$ cat config.mk
export PLATFORM = sky130hd
export DESIGN_NAME = fscp_device_flat
export DESIGN_NICKNAME = d
export VERILOG_FILES = /design/src/hdl/fscp_pkg.sv /design/src/hdl/fscp_link_if.sv /design/src/hdl/fscp_device.sv /design/src/flat_wrapper.sv
export SDC_FILE = /design/constraint.sdc
export NUM_CORES = 1
export LEC_CHECK = 0
export BUFFER_PORTS_ARGS = -buffer_cell sky130_fd_sc_hd__buf_2
export CORE_MARGIN = 10
export CORE_UTILIZATION = 38
export DETAILED_ROUTE_END_ITERATION = 8
export PLACE_DENSITY = 0.68
export SYNTH_ARGS = -nofsm -noshare
export SYNTH_HDL_FRONTEND = slang
export SYNTH_SLANG_ARGS = --single-unit
$ cat constraint.sdc
create_clock -name mclk_in -period 2.42 [get_ports mclk_in]
set_input_delay 0.242 -clock mclk_in [delete_from_list [all_inputs] [get_ports mclk_in]]
set_output_delay 0.242 -clock mclk_in [all_outputs]
set_load 0.05 [all_outputs]
$ cat src/hdl/fscp_pkg.sv
`default_nettype none
package fscp_pkg;
    localparam int BYTE_W = 8;
    localparam int HDR_BYTES = 8;
    localparam int HDR_BITS = HDR_BYTES * BYTE_W;
    localparam logic [3:0] HDR_LEN = 4'h8;
    localparam logic [3:0] HDR_LAST_IDX = 4'h7;
    localparam logic [3:0] CNT_ZERO = 4'h0;
    localparam logic [3:0] CNT_ONE = 4'h1;

    localparam logic [15:0] CLUSTER_ID = 16'h0023;
    localparam logic [7:0] STORE_ENDPOINT = 8'hE6;

    localparam int OFS_CMD = 0;
    localparam int OFS_OPTION = 1;
    localparam int OFS_STATUS = 1;
    localparam int OFS_BLOCK = 2;
    localparam int OFS_OFFSET = 4;
    localparam int OFS_LENGTH = 6;

    localparam logic [7:0] CMD_GEOMETRY_QUERY = 8'h00;
    localparam logic [7:0] CMD_GEOMETRY_REPLY = 8'h80;
    localparam int STATUS_ERR_BIT = 0;
    localparam logic [7:0] STATUS_OK = 8'h00;
    localparam logic [7:0] STATUS_ERR = 8'h01;
    localparam logic [15:0] BLOCK_COUNT = 16'h0077;
    localparam logic [15:0] BLOCK_SIZE = 16'h0200;
    localparam logic [15:0] LEN_NONE = 16'h0000;
    localparam logic [7:0] BYTE_ZERO = 8'h00;
    localparam logic [15:0] WORD_ZERO = 16'h0000;
    localparam logic [63:0] HDR_ZERO = 64'h0000000000000000;

    // Byte 0 of a header sits in the top byte
    function automatic logic [7:0] fscp_byte(input logic [63:0] hdr, input int ofs);
        fscp_byte = hdr[HDR_BITS - 1 - BYTE_W * ofs -: BYTE_W];
    endfunction

    // Two-byte field, most significant byte first
    function automatic logic [15:0] fscp_get16(input logic [63:0] hdr, input int ofs);
        fscp_get16 = hdr[HDR_BITS - 1 - BYTE_W * ofs -: 2 * BYTE_W];
    endfunction
endpackage
`default_nettype wire

$ cat src/hdl/fscp_link_if.sv
`timescale 1ns/100ps
`default_nettype none
interface fscp_link_if;
    logic rq_valid;
    logic [7:0] rq_data;
    logic rq_last;
    logic rq_bcast;
    logic [15:0] rq_cluster;
    logic [7:0] rq_dst_ep;
    logic [7:0] rq_src_ep;
    logic rs_valid;
    logic [7:0] rs_data;
    logic rs_last;
    logic [7:0] rs_dst_ep;

    modport device (
        input rq_valid, rq_data, rq_last, rq_bcast, rq_cluster, rq_dst_ep, rq_src_ep,
        output rs_valid, rs_data, rs_last, rs_dst_ep
    );
    modport requester (
        output rq_valid, rq_data, rq_last, rq_bcast, rq_cluster, rq_dst_ep, rq_src_ep,
        input rs_valid, rs_data, rs_last, rs_dst_ep
    );
endinterface
`default_nettype wire

$ cat src/hdl/fscp_device.sv
`timescale 1ns/100ps
`default_nettype none
module fscp_device (
    input wire logic mclk_in,
    input wire logic nrst_in,
    fscp_link_if.device link,
    output logic exec_out,
    output logic [7:0] exec_cmd_out,
    output logic exec_err_out,
    output logic exec_bcast_out,
    output logic busy_out
);
    typedef enum logic [1:0] {
        FSCP_DEV_IDLE = 2'b01,
        FSCP_DEV_SEND = 2'b10
    } fscp_dev_state_t;

    // Reply header: code, status, block, offset, length
    function automatic logic [63:0] fscp_reply(input logic [63:0] hdr);
        logic [7:0] cmd;
        logic [7:0] code;
        logic [7:0] status;
        logic [15:0] blk;
        logic [15:0] ofs;
        logic [15:0] len;
        cmd = fscp_pkg::fscp_byte(hdr, fscp_pkg::OFS_CMD);
        len = fscp_pkg::LEN_NONE;
        if (cmd == fscp_pkg::CMD_GEOMETRY_QUERY) begin
            code = fscp_pkg::CMD_GEOMETRY_REPLY;
            status = fscp_pkg::STATUS_OK;
            blk = fscp_pkg::BLOCK_COUNT;
            ofs = fscp_pkg::BLOCK_SIZE;
        end else begin
            // Unrecognised code: echo it with the error bit
            code = cmd;
            status = fscp_pkg::STATUS_ERR;
            blk = fscp_pkg::fscp_get16(hdr, fscp_pkg::OFS_BLOCK);
            ofs = fscp_pkg::fscp_get16(hdr, fscp_pkg::OFS_OFFSET);
        end
        fscp_reply = {code, status, blk, ofs, len};
    endfunction

    // Frame is for the store and long enough to hold a header
    function automatic logic fscp_accept(input logic [15:0] cluster, input logic [7:0] ep,
        input logic [3:0] cnt);
        fscp_accept = (cluster == fscp_pkg::CLUSTER_ID)
            && (ep == fscp_pkg::STORE_ENDPOINT)
            && (cnt >= fscp_pkg::HDR_LAST_IDX);
    endfunction

    // Error flag as carried in the status byte of a reply
    function automatic logic fscp_reply_err(input logic [63:0] rsp);
        logic [7:0] status;
        status = fscp_pkg::fscp_byte(rsp, fscp_pkg::OFS_STATUS);
        fscp_reply_err = status[fscp_pkg::STATUS_ERR_BIT];
    endfunction

    fscp_dev_state_t state_q, state_d;
    logic [3:0] cnt_q, cnt_d;
    logic [63:0] hdr_q, hdr_d;
    logic [63:0] tx_q, tx_d;
    logic [3:0] txcnt_q, txcnt_d;
    logic rs_valid_q, rs_valid_d;
    logic [7:0] rs_data_q, rs_data_d;
    logic rs_last_q, rs_last_d;
    logic [7:0] rs_dst_q, rs_dst_d;
    logic exec_q, exec_d;
    logic [7:0] cmd_q, cmd_d;
    logic err_q, err_d;
    logic bcast_q, bcast_d;
    logic busy_q, busy_d;

    // Frame receive, reply shift-out and execute report
    always_comb begin
        logic [63:0] full_hdr;
        logic [63:0] reply;
        logic hit;
        full_hdr = hdr_q;
        reply = fscp_pkg::HDR_ZERO;
        hit = 1'b0;
        state_d = state_q;
        cnt_d = cnt_q;
        hdr_d = hdr_q;
        tx_d = tx_q;
        txcnt_d = txcnt_q;
        rs_valid_d = 1'b0;
        rs_data_d = rs_data_q;
        rs_last_d = 1'b0;
        rs_dst_d = rs_dst_q;
        exec_d = 1'b0;
        cmd_d = cmd_q;
        err_d = err_q;
        bcast_d = bcast_q;
        case (state_q)
            FSCP_DEV_IDLE: begin
                if (link.rq_valid) begin
                    // Bytes past the header are neither counted nor stored
                    if (cnt_q != fscp_pkg::HDR_LEN) begin
                        full_hdr = {hdr_q[fscp_pkg::HDR_BITS-fscp_pkg::BYTE_W-1:0],
                            link.rq_data};
                        hdr_d = full_hdr;
                        cnt_d = cnt_q + fscp_pkg::CNT_ONE;
                    end
                    if (link.rq_last) begin
                        cnt_d = fscp_pkg::CNT_ZERO;
                        hit = fscp_accept(link.rq_cluster, link.rq_dst_ep, cnt_q);
                        if (hit) begin
                            reply = fscp_reply(full_hdr);
                            exec_d = 1'b1;
                            cmd_d = fscp_pkg::fscp_byte(full_hdr, fscp_pkg::OFS_CMD);
                            err_d = fscp_reply_err(reply);
                            bcast_d = link.rq_bcast;
                            if (!link.rq_bcast) begin
                                tx_d = reply;
                                txcnt_d = fscp_pkg::CNT_ZERO;
                                rs_dst_d = link.rq_src_ep;
                                state_d = FSCP_DEV_SEND;
                            end
                        end
                    end
                end
            end
            FSCP_DEV_SEND: begin
                // Requests arriving while the reply goes out are dropped
                rs_valid_d = 1'b1;
                rs_data_d = fscp_pkg::fscp_byte(tx_q, fscp_pkg::OFS_CMD);
                tx_d = {tx_q[fscp_pkg::HDR_BITS-fscp_pkg::BYTE_W-1:0], fscp_pkg::BYTE_ZERO};
                txcnt_d = txcnt_q + fscp_pkg::CNT_ONE;
                cnt_d = fscp_pkg::CNT_ZERO;
                if (txcnt_q == fscp_pkg::HDR_LAST_IDX) begin
                    rs_last_d = 1'b1;
                    state_d = FSCP_DEV_IDLE;
                end
            end
            default: begin
                state_d = FSCP_DEV_IDLE;
                cnt_d = fscp_pkg::CNT_ZERO;
            end
        endcase
        busy_d = (state_d == FSCP_DEV_SEND);
    end

    always_ff @(posedge mclk_in or negedge nrst_in) begin
        if (!nrst_in) begin
            state_q <= FSCP_DEV_IDLE;
            cnt_q <= fscp_pkg::CNT_ZERO;
            hdr_q <= fscp_pkg::HDR_ZERO;
            tx_q <= fscp_pkg::HDR_ZERO;
            txcnt_q <= fscp_pkg::CNT_ZERO;
            rs_valid_q <= 1'b0;
            rs_data_q <= fscp_pkg::BYTE_ZERO;
            rs_last_q <= 1'b0;
            rs_dst_q <= fscp_pkg::BYTE_ZERO;
            exec_q <= 1'b0;
            cmd_q <= fscp_pkg::BYTE_ZERO;
            err_q <= 1'b0;
            bcast_q <= 1'b0;
            busy_q <= 1'b0;
        end else begin
            state_q <= state_d;
            cnt_q <= cnt_d;
            hdr_q <= hdr_d;
            tx_q <= tx_d;
            txcnt_q <= txcnt_d;
            rs_valid_q <= rs_valid_d;
            rs_data_q <= rs_data_d;
            rs_last_q <= rs_last_d;
            rs_dst_q <= rs_dst_d;
            exec_q <= exec_d;
            cmd_q <= cmd_d;
            err_q <= err_d;
            bcast_q <= bcast_d;
            busy_q <= busy_d;
        end
    end

    // Ports come straight from the registers
    assign link.rs_valid = rs_valid_q;
    assign link.rs_data = rs_data_q;
    assign link.rs_last = rs_last_q;
    assign link.rs_dst_ep = rs_dst_q;
    assign exec_out = exec_q;
    assign exec_cmd_out = cmd_q;
    assign exec_err_out = err_q;
    assign exec_bcast_out = bcast_q;
    assign busy_out = busy_q;
endmodule
`default_nettype wire

$ cat src/flat_wrapper.sv
// flat-port wrapper written by rule: the top's interface ports become plain ports
module fscp_device_flat 
  (mclk_in, nrst_in, exec_out, exec_cmd_out, exec_err_out, exec_bcast_out, busy_out, link_rq_valid, link_rq_data, link_rq_last, link_rq_bcast, link_rq_cluster, link_rq_dst_ep, link_rq_src_ep, link_rs_valid, link_rs_data, link_rs_last, link_rs_dst_ep);
  fscp_link_if link_i ();
  input wire logic mclk_in;
  input wire logic nrst_in;
  output logic exec_out;
  output logic [7:0] exec_cmd_out;
  output logic exec_err_out;
  output logic exec_bcast_out;
  output logic busy_out;
  input wire logic [$bits(link_i.rq_valid)-1:0] link_rq_valid;
  input wire logic [$bits(link_i.rq_data)-1:0] link_rq_data;
  input wire logic [$bits(link_i.rq_last)-1:0] link_rq_last;
  input wire logic [$bits(link_i.rq_bcast)-1:0] link_rq_bcast;
  input wire logic [$bits(link_i.rq_cluster)-1:0] link_rq_cluster;
  input wire logic [$bits(link_i.rq_dst_ep)-1:0] link_rq_dst_ep;
  input wire logic [$bits(link_i.rq_src_ep)-1:0] link_rq_src_ep;
  output wire logic [$bits(link_i.rs_valid)-1:0] link_rs_valid;
  output wire logic [$bits(link_i.rs_data)-1:0] link_rs_data;
  output wire logic [$bits(link_i.rs_last)-1:0] link_rs_last;
  output wire logic [$bits(link_i.rs_dst_ep)-1:0] link_rs_dst_ep;
  assign link_i.rq_valid = link_rq_valid;
  assign link_i.rq_data = link_rq_data;
  assign link_i.rq_last = link_rq_last;
  assign link_i.rq_bcast = link_rq_bcast;
  assign link_i.rq_cluster = link_rq_cluster;
  assign link_i.rq_dst_ep = link_rq_dst_ep;
  assign link_i.rq_src_ep = link_rq_src_ep;
  assign link_rs_valid = link_i.rs_valid;
  assign link_rs_data = link_i.rs_data;
  assign link_rs_last = link_i.rs_last;
  assign link_rs_dst_ep = link_i.rs_dst_ep;
  fscp_device u_core (.mclk_in(mclk_in), .nrst_in(nrst_in), .link(link_i), .exec_out(exec_out), .exec_cmd_out(exec_cmd_out), .exec_err_out(exec_err_out), .exec_bcast_out(exec_bcast_out), .busy_out(busy_out));
endmodule
; ---- Word-level counts from Yosys, hierarchy flattened
; Index checks and enable logic that the tools add are counted.
[word_totals]
output_inout_bits = 30
wordCells = 73
regBits = 168
in_bits = 45
[classes]
muxes = 34
order_cmp = 1
bitwise = 1
n_eq_ne = 12
reduce_logical = 9
n_addsub = 2
[ops]
columns = operator, n
row1 = 64-bit two-way mux, 7
row2 = 64-bit one-hot mux with 2 select lines, 1
row3 = 16-bit two-way mux, 2
row4 = 4-bit two-way mux, 8
row5 = "16-bit by 6-bit equality test with 1-bit output, second input constant", 1
row6 = 2-bit two-way mux, 5
row7 = 5-bit AND reduction, 2
row8 = "4-bit by 1-bit adder with 4-bit output, second input constant", 2
row9 = "8-bit equality test, second input constant", 1
row10 = 8-bit zero test, 1
row11 = 1-bit two-way mux, 8
row12 = 8-bit two-way mux, 1
row13 = 4-bit one-hot mux with 2 select lines, 1
row14 = "2-bit inequality test, second input constant", 3
row15 = "2-bit equality test, second input constant", 2
row16 = "4-bit by 3-bit equality test with 1-bit output, second input constant", 1
row17 = "4-bit by 3-bit >= comparator with 1-bit output, second input constant", 1
row18 = "4-bit inequality test, second input constant", 1
row19 = 2-bit one-hot mux with 2 select lines, 1
row20 = 2-bit AND reduction, 2
row21 = 4-bit AND reduction, 1
row22 = "3-bit by 2-bit inequality test with 1-bit output, second input constant", 1
row23 = "2-bit by 1-bit equality test with 1-bit output, second input constant", 1
row24 = 1-bit logical AND, 2
row25 = other kinds (3), 3

; ---- Logic depth before layout (Yosys ltp)
; Gate-level depths: netlist (run 1).
[logic_depth]
depth_word = 11
depth_mapped = 10
ltp_nobuf = 7

; ---- Worst setup path after synthesis (run 1)
; OpenSTA, ideal clock, no wires.
[synth_timing]
path_type = input to register
from = in link_rq_cluster[12]
to = reg u_core.cmd_q[0] (netlist: u_core.exec_cmd_out[0])
stages = 5
setup_ns = 0.125
required_ns = 2.295
path_slack_ns = 0.159
arrival_time_ns = 2.136
path_buffers = 1
path_cell_list = or4b_1 -> or4_4 -> or3_4 -> buf_6 -> mux2_4
[synth_between]
elab_chain_len = 4
[synth_rtl]
columns = element, line
row1 = "start, declared", flat_wrapper.sv:16  ; input wire logic [$bits(link_i.rq_cluster)-1:0] link_rq_cluster;
row2 = 16-bit by 6-bit equality test with 1-bit output, fscp_device.sv:46  ; fscp_accept = (cluster == fscp_pkg::CLUSTER_ID)
row3 = 1-bit logical AND, fscp_device.sv:47  ; && (ep == fscp_pkg::STORE_ENDPOINT)
row4 = 1-bit logical AND, fscp_device.sv:48  ; && (cnt >= fscp_pkg::HDR_LAST_IDX);
row5 = 4-bit AND reduction (no line), -
row6 = "end signal, assigned", fscp_device.sv:155  ; cmd_q <= fscp_pkg::BYTE_ZERO;
row7 = "end signal, assigned", fscp_device.sv:170  ; cmd_q <= cmd_d;
row8 = "end, declared", fscp_device.sv:68  ; logic [7:0] cmd_q, cmd_d;
; No other way between the ends.
; A chain may end at the register's enable or synchronous reset.

; ---- Final worst setup path (run 1)
[layout_timing]
from = reg u_core.cnt_q[0]
to = reg u_core.rs_dst_q[1] (netlist: u_core.link.rs_dst_ep[1])
[layout_between]
elab_chain_len = 3
[layout_rtl]
columns = element, line
row1 = "start, declared", fscp_device.sv:59  ; logic [3:0] cnt_q, cnt_d;
row2 = "start signal, assigned", fscp_device.sv:146  ; cnt_q <= fscp_pkg::CNT_ZERO;
row3 = "start signal, assigned", fscp_device.sv:161  ; cnt_q <= cnt_d;
row4 = 4-bit by 3-bit >= comparator with 1-bit output, fscp_device.sv:48
row5 = 1-bit logical AND, fscp_device.sv:48
row6 = 5-bit AND reduction (no line), -
row7 = "end signal, assigned", fscp_device.sv:153  ; rs_dst_q <= fscp_pkg::BYTE_ZERO;
row8 = "end signal, assigned", fscp_device.sv:168  ; rs_dst_q <= rs_dst_d;
row9 = "end, declared", fscp_device.sv:66  ; logic [7:0] rs_dst_q, rs_dst_d;
; No other way between the ends.

==> results of run 1 <==
registers in the layout, summed over array words and instances, names as in the netlist:
name                   flops
u_core.txcnt_q             4
u_core.tx_q               48
u_core.exec_cmd_out        8
u_core.hdr_q              64
u_core.exec_bcast_out      1
u_core.link.rs_data        8
u_core.exec_err_out        1
u_core.exec_out            1
u_core.link.rs_dst_ep      8
u_core.state_q             2
u_core.busy_out            1
u_core.link.rs_last        1
u_core.cnt_q               4
u_core.link.rs_valid       1
where the power goes:
group	switching (uW)	leakage, uW	internal (uW)	total (uW)
logic	656	0.00159	828	1480
clock network	1010	0.000336	2010	3020
registers	500	0.00192	3100	3600
Yosys cell counts (2+ instances only):
cell type / count
o21a_1: 2
nand2b_1: 3
or4b_1: 2
o22ai_1: 3
dfrtp_1: 151
inv_1: 9
nand2_1: 56
nor4_1: 5
buf_1: 4
a211oi_1: 7
nand3b_1: 2
nor2_1: 20
a21oi_1: 14
nor3_1: 8
buf_2: 5
and2_1: 5
buf_6: 2
a22o_1: 8
o21ai_0: 3
mux2i_1: 39
o211ai_1: 5
clkbuf_1: 21
nor4bb_1: 2
nand4b_1: 2
nand3_1: 22
o21ai_1: 10
nor4b_1: 2
mux2_4: 6
mux2_2: 83
o211ai_2: 12
ha_1: 5
and3_1: 2
layer usage:
layer / global-route usage, % / vias up / share of wire, % / wire [um]
met5: 0 / - / 0 / 0
li1: - / 2098 / - / -
met4: 4.09 / 0 / 1.4 / 199
met3: 3.59 / 17 / 4.6 / 640
met2: 19.9 / 86 / 48 / 6780
met1: 15.7 / 2221 / 46 / 6390
per-stage QoR:
| stage | setup TNS, ps | hold WS (ps) | cell area, um2 |
|---|---|---|---|
| CTS | 0 | 37.5 | 8180 |
| floorplan | 0 | -53.6 | 6730 |
| global placement | -89.2 | 205 | 7480 |
| detailed placement | -558 | 216 | 7480 |
| finish | 0 | 49.8 | 8180 |
| global route | 0 | 43.8 | 8180 |
worst max-delay path: stages, from the launching register on:
cell	delay, ps
dfrtp_1	410
ha_1	210
a21oi_1	90
or4_4	560
nor4_4	260
buf_4	270
mux2_2	360
worst max-delay path by stage:
stage | start | end | slack, ps | cells after the start
floorplan | link_rq_cluster[12] | u_core.exec_cmd_out[0] | 160 | 5
global placement | link_rq_cluster[12] | u_core.link.rs_dst_ep[7] | -10 | 6
detailed placement | link_rq_cluster[12] | u_core.link.rs_dst_ep[1] | -80 | 6
CTS | u_core.cnt_q[0] | u_core.link.rs_dst_ep[1] | 130 | 6
global route | u_core.cnt_q[0] | u_core.link.rs_dst_ep[2] | 50 | 6
finish | u_core.cnt_q[0] | u_core.link.rs_dst_ep[1] | 140 | 6
timing repair:
action	in CTS	in global routing
setup buffers	0	0
endpoints found under the hold margin	44	0
resized for setup	0	0
hold buffers	1	0
final cells by class:
| type | instances | area [um2] | share of cell area (%) |
|---|---|---|---|
| clock buffer | 20 | 467 | 5.71 |
| inverter | 10 | 37.5 | 0.459 |
| tap | 225 | 282 | 3.44 |
| clock inverter | 12 | 220 | 2.69 |
| sequential | 152 | 3800 | 46.5 |
| multi-input combinational | 343 | 2750 | 33.6 |
| timing repair buffer | 93 | 622 | 7.60 |
kinds of logic (layout without fill, tap and decap cells):
| kind of cell | Yosys count | in the layout |
|---|---|---|
| simple gates | 140 | 140 |
| compound gates | 70 | 70 |
| mux | 128 | 128 |
| flops | 152 | 152 |
| buf+inv | 43 | 135 |
| fa+ha+maj | 5 | 5 |
==> flow_metrics.env, run 1 <==
export IMPL_syn_cell_area_um2=6730
export IMPL_first_pass_iters=5
export IMPL_hold_start="link_rq_data[0]"
export IMPL_final_cell_mix="dfrtp_1, mux2_2, buf_2"
export IMPL_clkLatencyLatePin_ps=420
export IMPL_dp_slack_ps=-76.9
export IMPL_p_leak_uw=0.00385
export IMPL_drc=0
export IMPL_finalHoldViolCount=0
export IMPL_ys_flop_type="dfrtp_1"
export IMPL_fin_worst_skew_ps=5.51
export IMPL_first_global_vias=4676
export IMPL_cap_viol_max_count=0
export IMPL_max_clock_freq_mhz=439
export IMPL_drive_above_1_share_pct=37.0
export IMPL_hold_class="primary input to flip-flop"
export IMPL_grt_usage_pct=12.4
export IMPL_synth_top_family_by_area="multiplexers"
export IMPL_reg2reg_depth=6
export IMPL_netlist_top_cells_area="dfrtp_1, mux2_2, mux2i_1"
export IMPL_rows=48
export IMPL_place_hpwl_um=9390
export IMPL_period_needed_ps=2280
export IMPL_synth_compound_area_share_pct=7.85
export IMPL_layout_commonest_cell="dfrtp_1"
export IMPL_cts_num_sinks=152
export IMPL_synthXorXnorAreaFrac_pct=0
export IMPL_syn_to_final_growth_pct=21.5
export IMPL_critPathLaunchType="flip-flop"
export IMPL_max_slew_margin_pct=66.3
export IMPL_stdcell_count=855
export IMPL_grt_max_degree=76
export IMPL_r2r_end="u_core.link.rs_dst_ep[1]"
export IMPL_die_area_um2=23400
export IMPL_maxSlewViolCount=0
export IMPL_grt_pass1_wl_um=24200
export IMPL_vias=4422
export IMPL_ys_warn_count=0
export IMPL_period_share_pct=94.2
export IMPL_crit_type="flip-flop to flip-flop"
export IMPL_crit_required_ps=2730
export IMPL_tightest_slew_ps=503
export IMPL_viasPerCell=5.17
export IMPL_ys_seq_area_share_pct=56.5
export IMPL_power_total_uw=8100
export IMPL_fin_nets=667
export IMPL_io_pins=75
export IMPL_yosysUniqueCellTypes=50
export IMPL_routedWlPerCell_um=16.4
export IMPL_fin_ws_ps=140
export IMPL_reg2reg_from="u_core.cnt_q[0]"
export IMPL_worst_path_max_fanout=10
export IMPL_reg2reg_slack_ps=140
export IMPL_wl_um=14000
export IMPL_worstHoldPathCells=2
export IMPL_hold_end="u_core.hdr_q[0]"
export IMPL_drt_initial_drc_count=236
export IMPL_crit_arrival_ps=2580
export IMPL_netlist_area_leader_share_pct=56.1
export IMPL_async_flop_share_pct=100
export IMPL_irDropWorstVdd_v=0.000668
export IMPL_htreeDepth=4
export IMPL_clockRootBuffer="clkbuf_16"
export IMPL_placed_cells=822
export IMPL_synth_largest_area_cell="dfrtp_1"
export IMPL_fillers=1556
export IMPL_ant_nets=0
export IMPL_grt_overflow=0
export IMPL_routabilityCongestion=0.776
export IMPL_antennaDiodeCount=0
export IMPL_die_y_um=153
export IMPL_status="completed"
export IMPL_cts_tree="built"
export IMPL_yosys_area_share_adder_pct=0.930
export IMPL_path_clk_slew_ps=60
export IMPL_cellPowerDensity_nw_per_um2=990
export IMPL_synth_edff_count=0
export IMPL_final_util_pct=47.1
export IMPL_syn_inst=538
export IMPL_cp_end_kind="flip-flop"
export IMPL_start_util_pct=38.8
export IMPL_coreArea_um2=17400
export IMPL_io_buffers=74
export IMPL_cts_buffers=17
export IMPL_muxShareOfSynthArea_pct=21.0
export IMPL_avgSynthCellArea_um2=12.5
export IMPL_cts_buffer_depth=2
export IMPL_setup_violations=0
export IMPL_fp_dieW_um=153
export IMPL_synth_simple_area_share_pct=10.9
export IMPL_syn_nets=588
export IMPL_synth_seq_cells=152
export IMPL_antenna_found_initial=0
export IMPL_rsz0062_at_grt="false"
Note: power is estimated with default switching activity, not from simulation.
==> run 2: changes to the inputs <==
GPL_TIMING_DRIVEN = 0   (was default)
==> run 2 against run 1 <==
  * Die area stayed put
  * Combinational power increased by 3%
  * Power hardly changed
  * Clock skew rose by 2.3 ps
  * Flip-flop and latch count unchanged
  * Critical path depth increased by 3
  * Setup slack lost 130 ps
  * Clock power down 2%
  * Sequential share of layout area is 0.086 points higher
  * Cell area decreased by 0.18%
  * Largest power group unchanged
  * Critical endpoint is now u_core.tx_q[48]
==> flow_metrics.env, run 2 (synthesis results as in run 1) <==
export IMPL_drt_initial_drc_count=207
export IMPL_hold_end="u_core.hdr_q[6]"
export IMPL_drive_above_1_share_pct=37.6
export IMPL_cts_num_sinks=152
export IMPL_final_util_pct=47.0
export IMPL_hold_class="primary input to flip-flop"
export IMPL_syn_to_final_growth_pct=21.3
export IMPL_period_needed_ps=2410
export IMPL_multiInputGateArea_um2=2760
export IMPL_finalHoldViolCount=0
export IMPL_placed_cells=838
export IMPL_regMostFlops="u_core.hdr_q"
export IMPL_io_buffers=74
export IMPL_worstHoldPathCells=2
export IMPL_max_clock_freq_mhz=416
export IMPL_path_cells="inv_1 -> ha_1 -> and3b_1 -> clkbuf_1 -> nand3_1 -> nand2_1 -> nor3b_4 -> buf_12 -> a221o_1"
export IMPL_fp_dieW_um=153
export IMPL_drc=0
export IMPL_antennaDiodeCount=0
export IMPL_cts_buffer_depth=2
export IMPL_crit_type="flip-flop to flip-flop"
export IMPL_stdcell_count=872
export IMPL_largest_reg_flops=64
export IMPL_io_pins=75
export IMPL_slowest_delay_ps=400
export IMPL_rows=48
export IMPL_irDropWorstVdd_v=0.000574
export IMPL_crit_arrival_ps=2710
export IMPL_grt_max_degree=93
export IMPL_cellPowerDensity_nw_per_um2=991
export IMPL_layout_area_seq_um2=3800
export IMPL_grt_pass1_wl_um=26200
export IMPL_tightest_slew_ps=667
export IMPL_grt_overflow=0
export IMPL_path_clk_slew_ps=60
export IMPL_place_hpwl_um=10900
export IMPL_whs_ps=49.0
export IMPL_p_leak_uw=0.00384
export IMPL_r2r_end="u_core.tx_q[48]"
export IMPL_vias=4549
export IMPL_ant_nets=0
export IMPL_cts_tree="built"
export IMPL_first_pass_iters=6
export IMPL_status="completed"
export IMPL_crit_required_ps=2720
export IMPL_reg2reg_depth=9
export IMPL_cap_viol_max_count=0
export IMPL_reg2reg_from="u_core.cnt_q[1]"
export IMPL_viasPerCell=5.22
export IMPL_fillers=1570
export IMPL_final_cell_mix="dfrtp_1, mux2_2, buf_2"
export IMPL_cp_slowest_cell="dfrtp_1"
export IMPL_cts_buffers=17
export IMPL_wl_um=15700
export IMPL_fin_nets=684
export IMPL_worst_path_max_fanout=8
export IMPL_die_area_um2=23400
export IMPL_critPathLaunchType="flip-flop"
export IMPL_hold_start="link_rq_data[6]"
export IMPL_power_total_uw=8090
export IMPL_top_regs="u_core.hdr_q (64), u_core.tx_q (48)"
export IMPL_period_share_pct=99.4
export IMPL_setup_violations=0
export IMPL_antenna_found_initial=0
export IMPL_cp_end_kind="flip-flop"
export IMPL_layout_commonest_cell="dfrtp_1"
export IMPL_maxSlewViolCount=0
export IMPL_die_y_um=153
export IMPL_routedWlPerCell_um=18.0
export IMPL_fin_worst_skew_ps=7.84
export IMPL_start_util_pct=38.8
export IMPL_first_global_vias=4949
export IMPL_routabilityCongestion=0.772
export IMPL_rsz0062_at_grt="true"
export IMPL_clkLatencyLatePin_ps=420
export IMPL_htreeDepth=4
export IMPL_setup_tns_ps=0
export IMPL_reg2reg_slack_ps=10
export IMPL_grt_usage_pct=13.7
export IMPL_clockRootBuffer="clkbuf_16"
export IMPL_coreArea_um2=17400
export IMPL_max_slew_margin_pct=55.5
==> run 2: critical path: cells and delay by family, from the launching register on <==
kind,cells,cell delay (ps)
buffers and inverters,3,660
flip-flops,1,400
AO/OA/AOI/OAI,1,250
adder cells (fa/ha/maj),1,190
AND/OR/NAND/NOR,4,790
==> run 2: what timing repair did <==
item,in CTS,in global routing
endpoints found under the setup margin,98,92
hold buffers,1,0
endpoints found under the hold margin,60,0
gates resized for setup,13,25
buffers inserted,0,2
==> run 2: worst max path at each step <==
| stage | from | end | cells past startpoint |
|---|---|---|---|
| after floorplan | link_rq_cluster[12] | u_core.exec_cmd_out[0] | 5 |
| after global placement | nrst_in | u_core.link.rs_dst_ep[0] | 1 |
| after detailed placement | u_core.state_q[0] | u_core.tx_q[30] | 8 |
| after CTS | u_core.state_q[0] | u_core.tx_q[31] | 8 |
| after global routing | u_core.cnt_q[1] | u_core.tx_q[48] | 9 |
| final | u_core.cnt_q[1] | u_core.tx_q[48] | 9 |
==> run 2: report_power, final <==
part           total [uW]  leakage, uW  switching [uW]  internal [uW]
clock                2970     0.000306            1040           1930
sequential           3600      0.00192             501           3100
combinational        1520      0.00161             701            823
total                8090      0.00384            2240           5860
==> run 2: final cells by class <==
type                    instances  area share [%]
clock buffers                  20            5.35
well taps                     225            3.45
clock inverters                12            2.74
inverters                      10           0.506
repair buffers                 78            5.41
plain buffers                  32            2.15
flip-flops and latches        152            46.6
multi-input cells             343            33.8
==> run 2: per-layer routing <==
layer / global-route usage, % / routed length (um)
met3: 3.93 / 842
met5: 0 / 0
met1: 16.7 / 6850
met2: 22.7 / 7770
met4: 5.00 / 272
==> run 2: per-stage QoR <==
step	setup slack [ps]	cell area, um2
after floorplan	159	6730
after global placement	-1020	7380
after detailed placement	-321	7420
after CTS	-7.05	8110
after global routing	-40.4	8170
final	13.8	8170
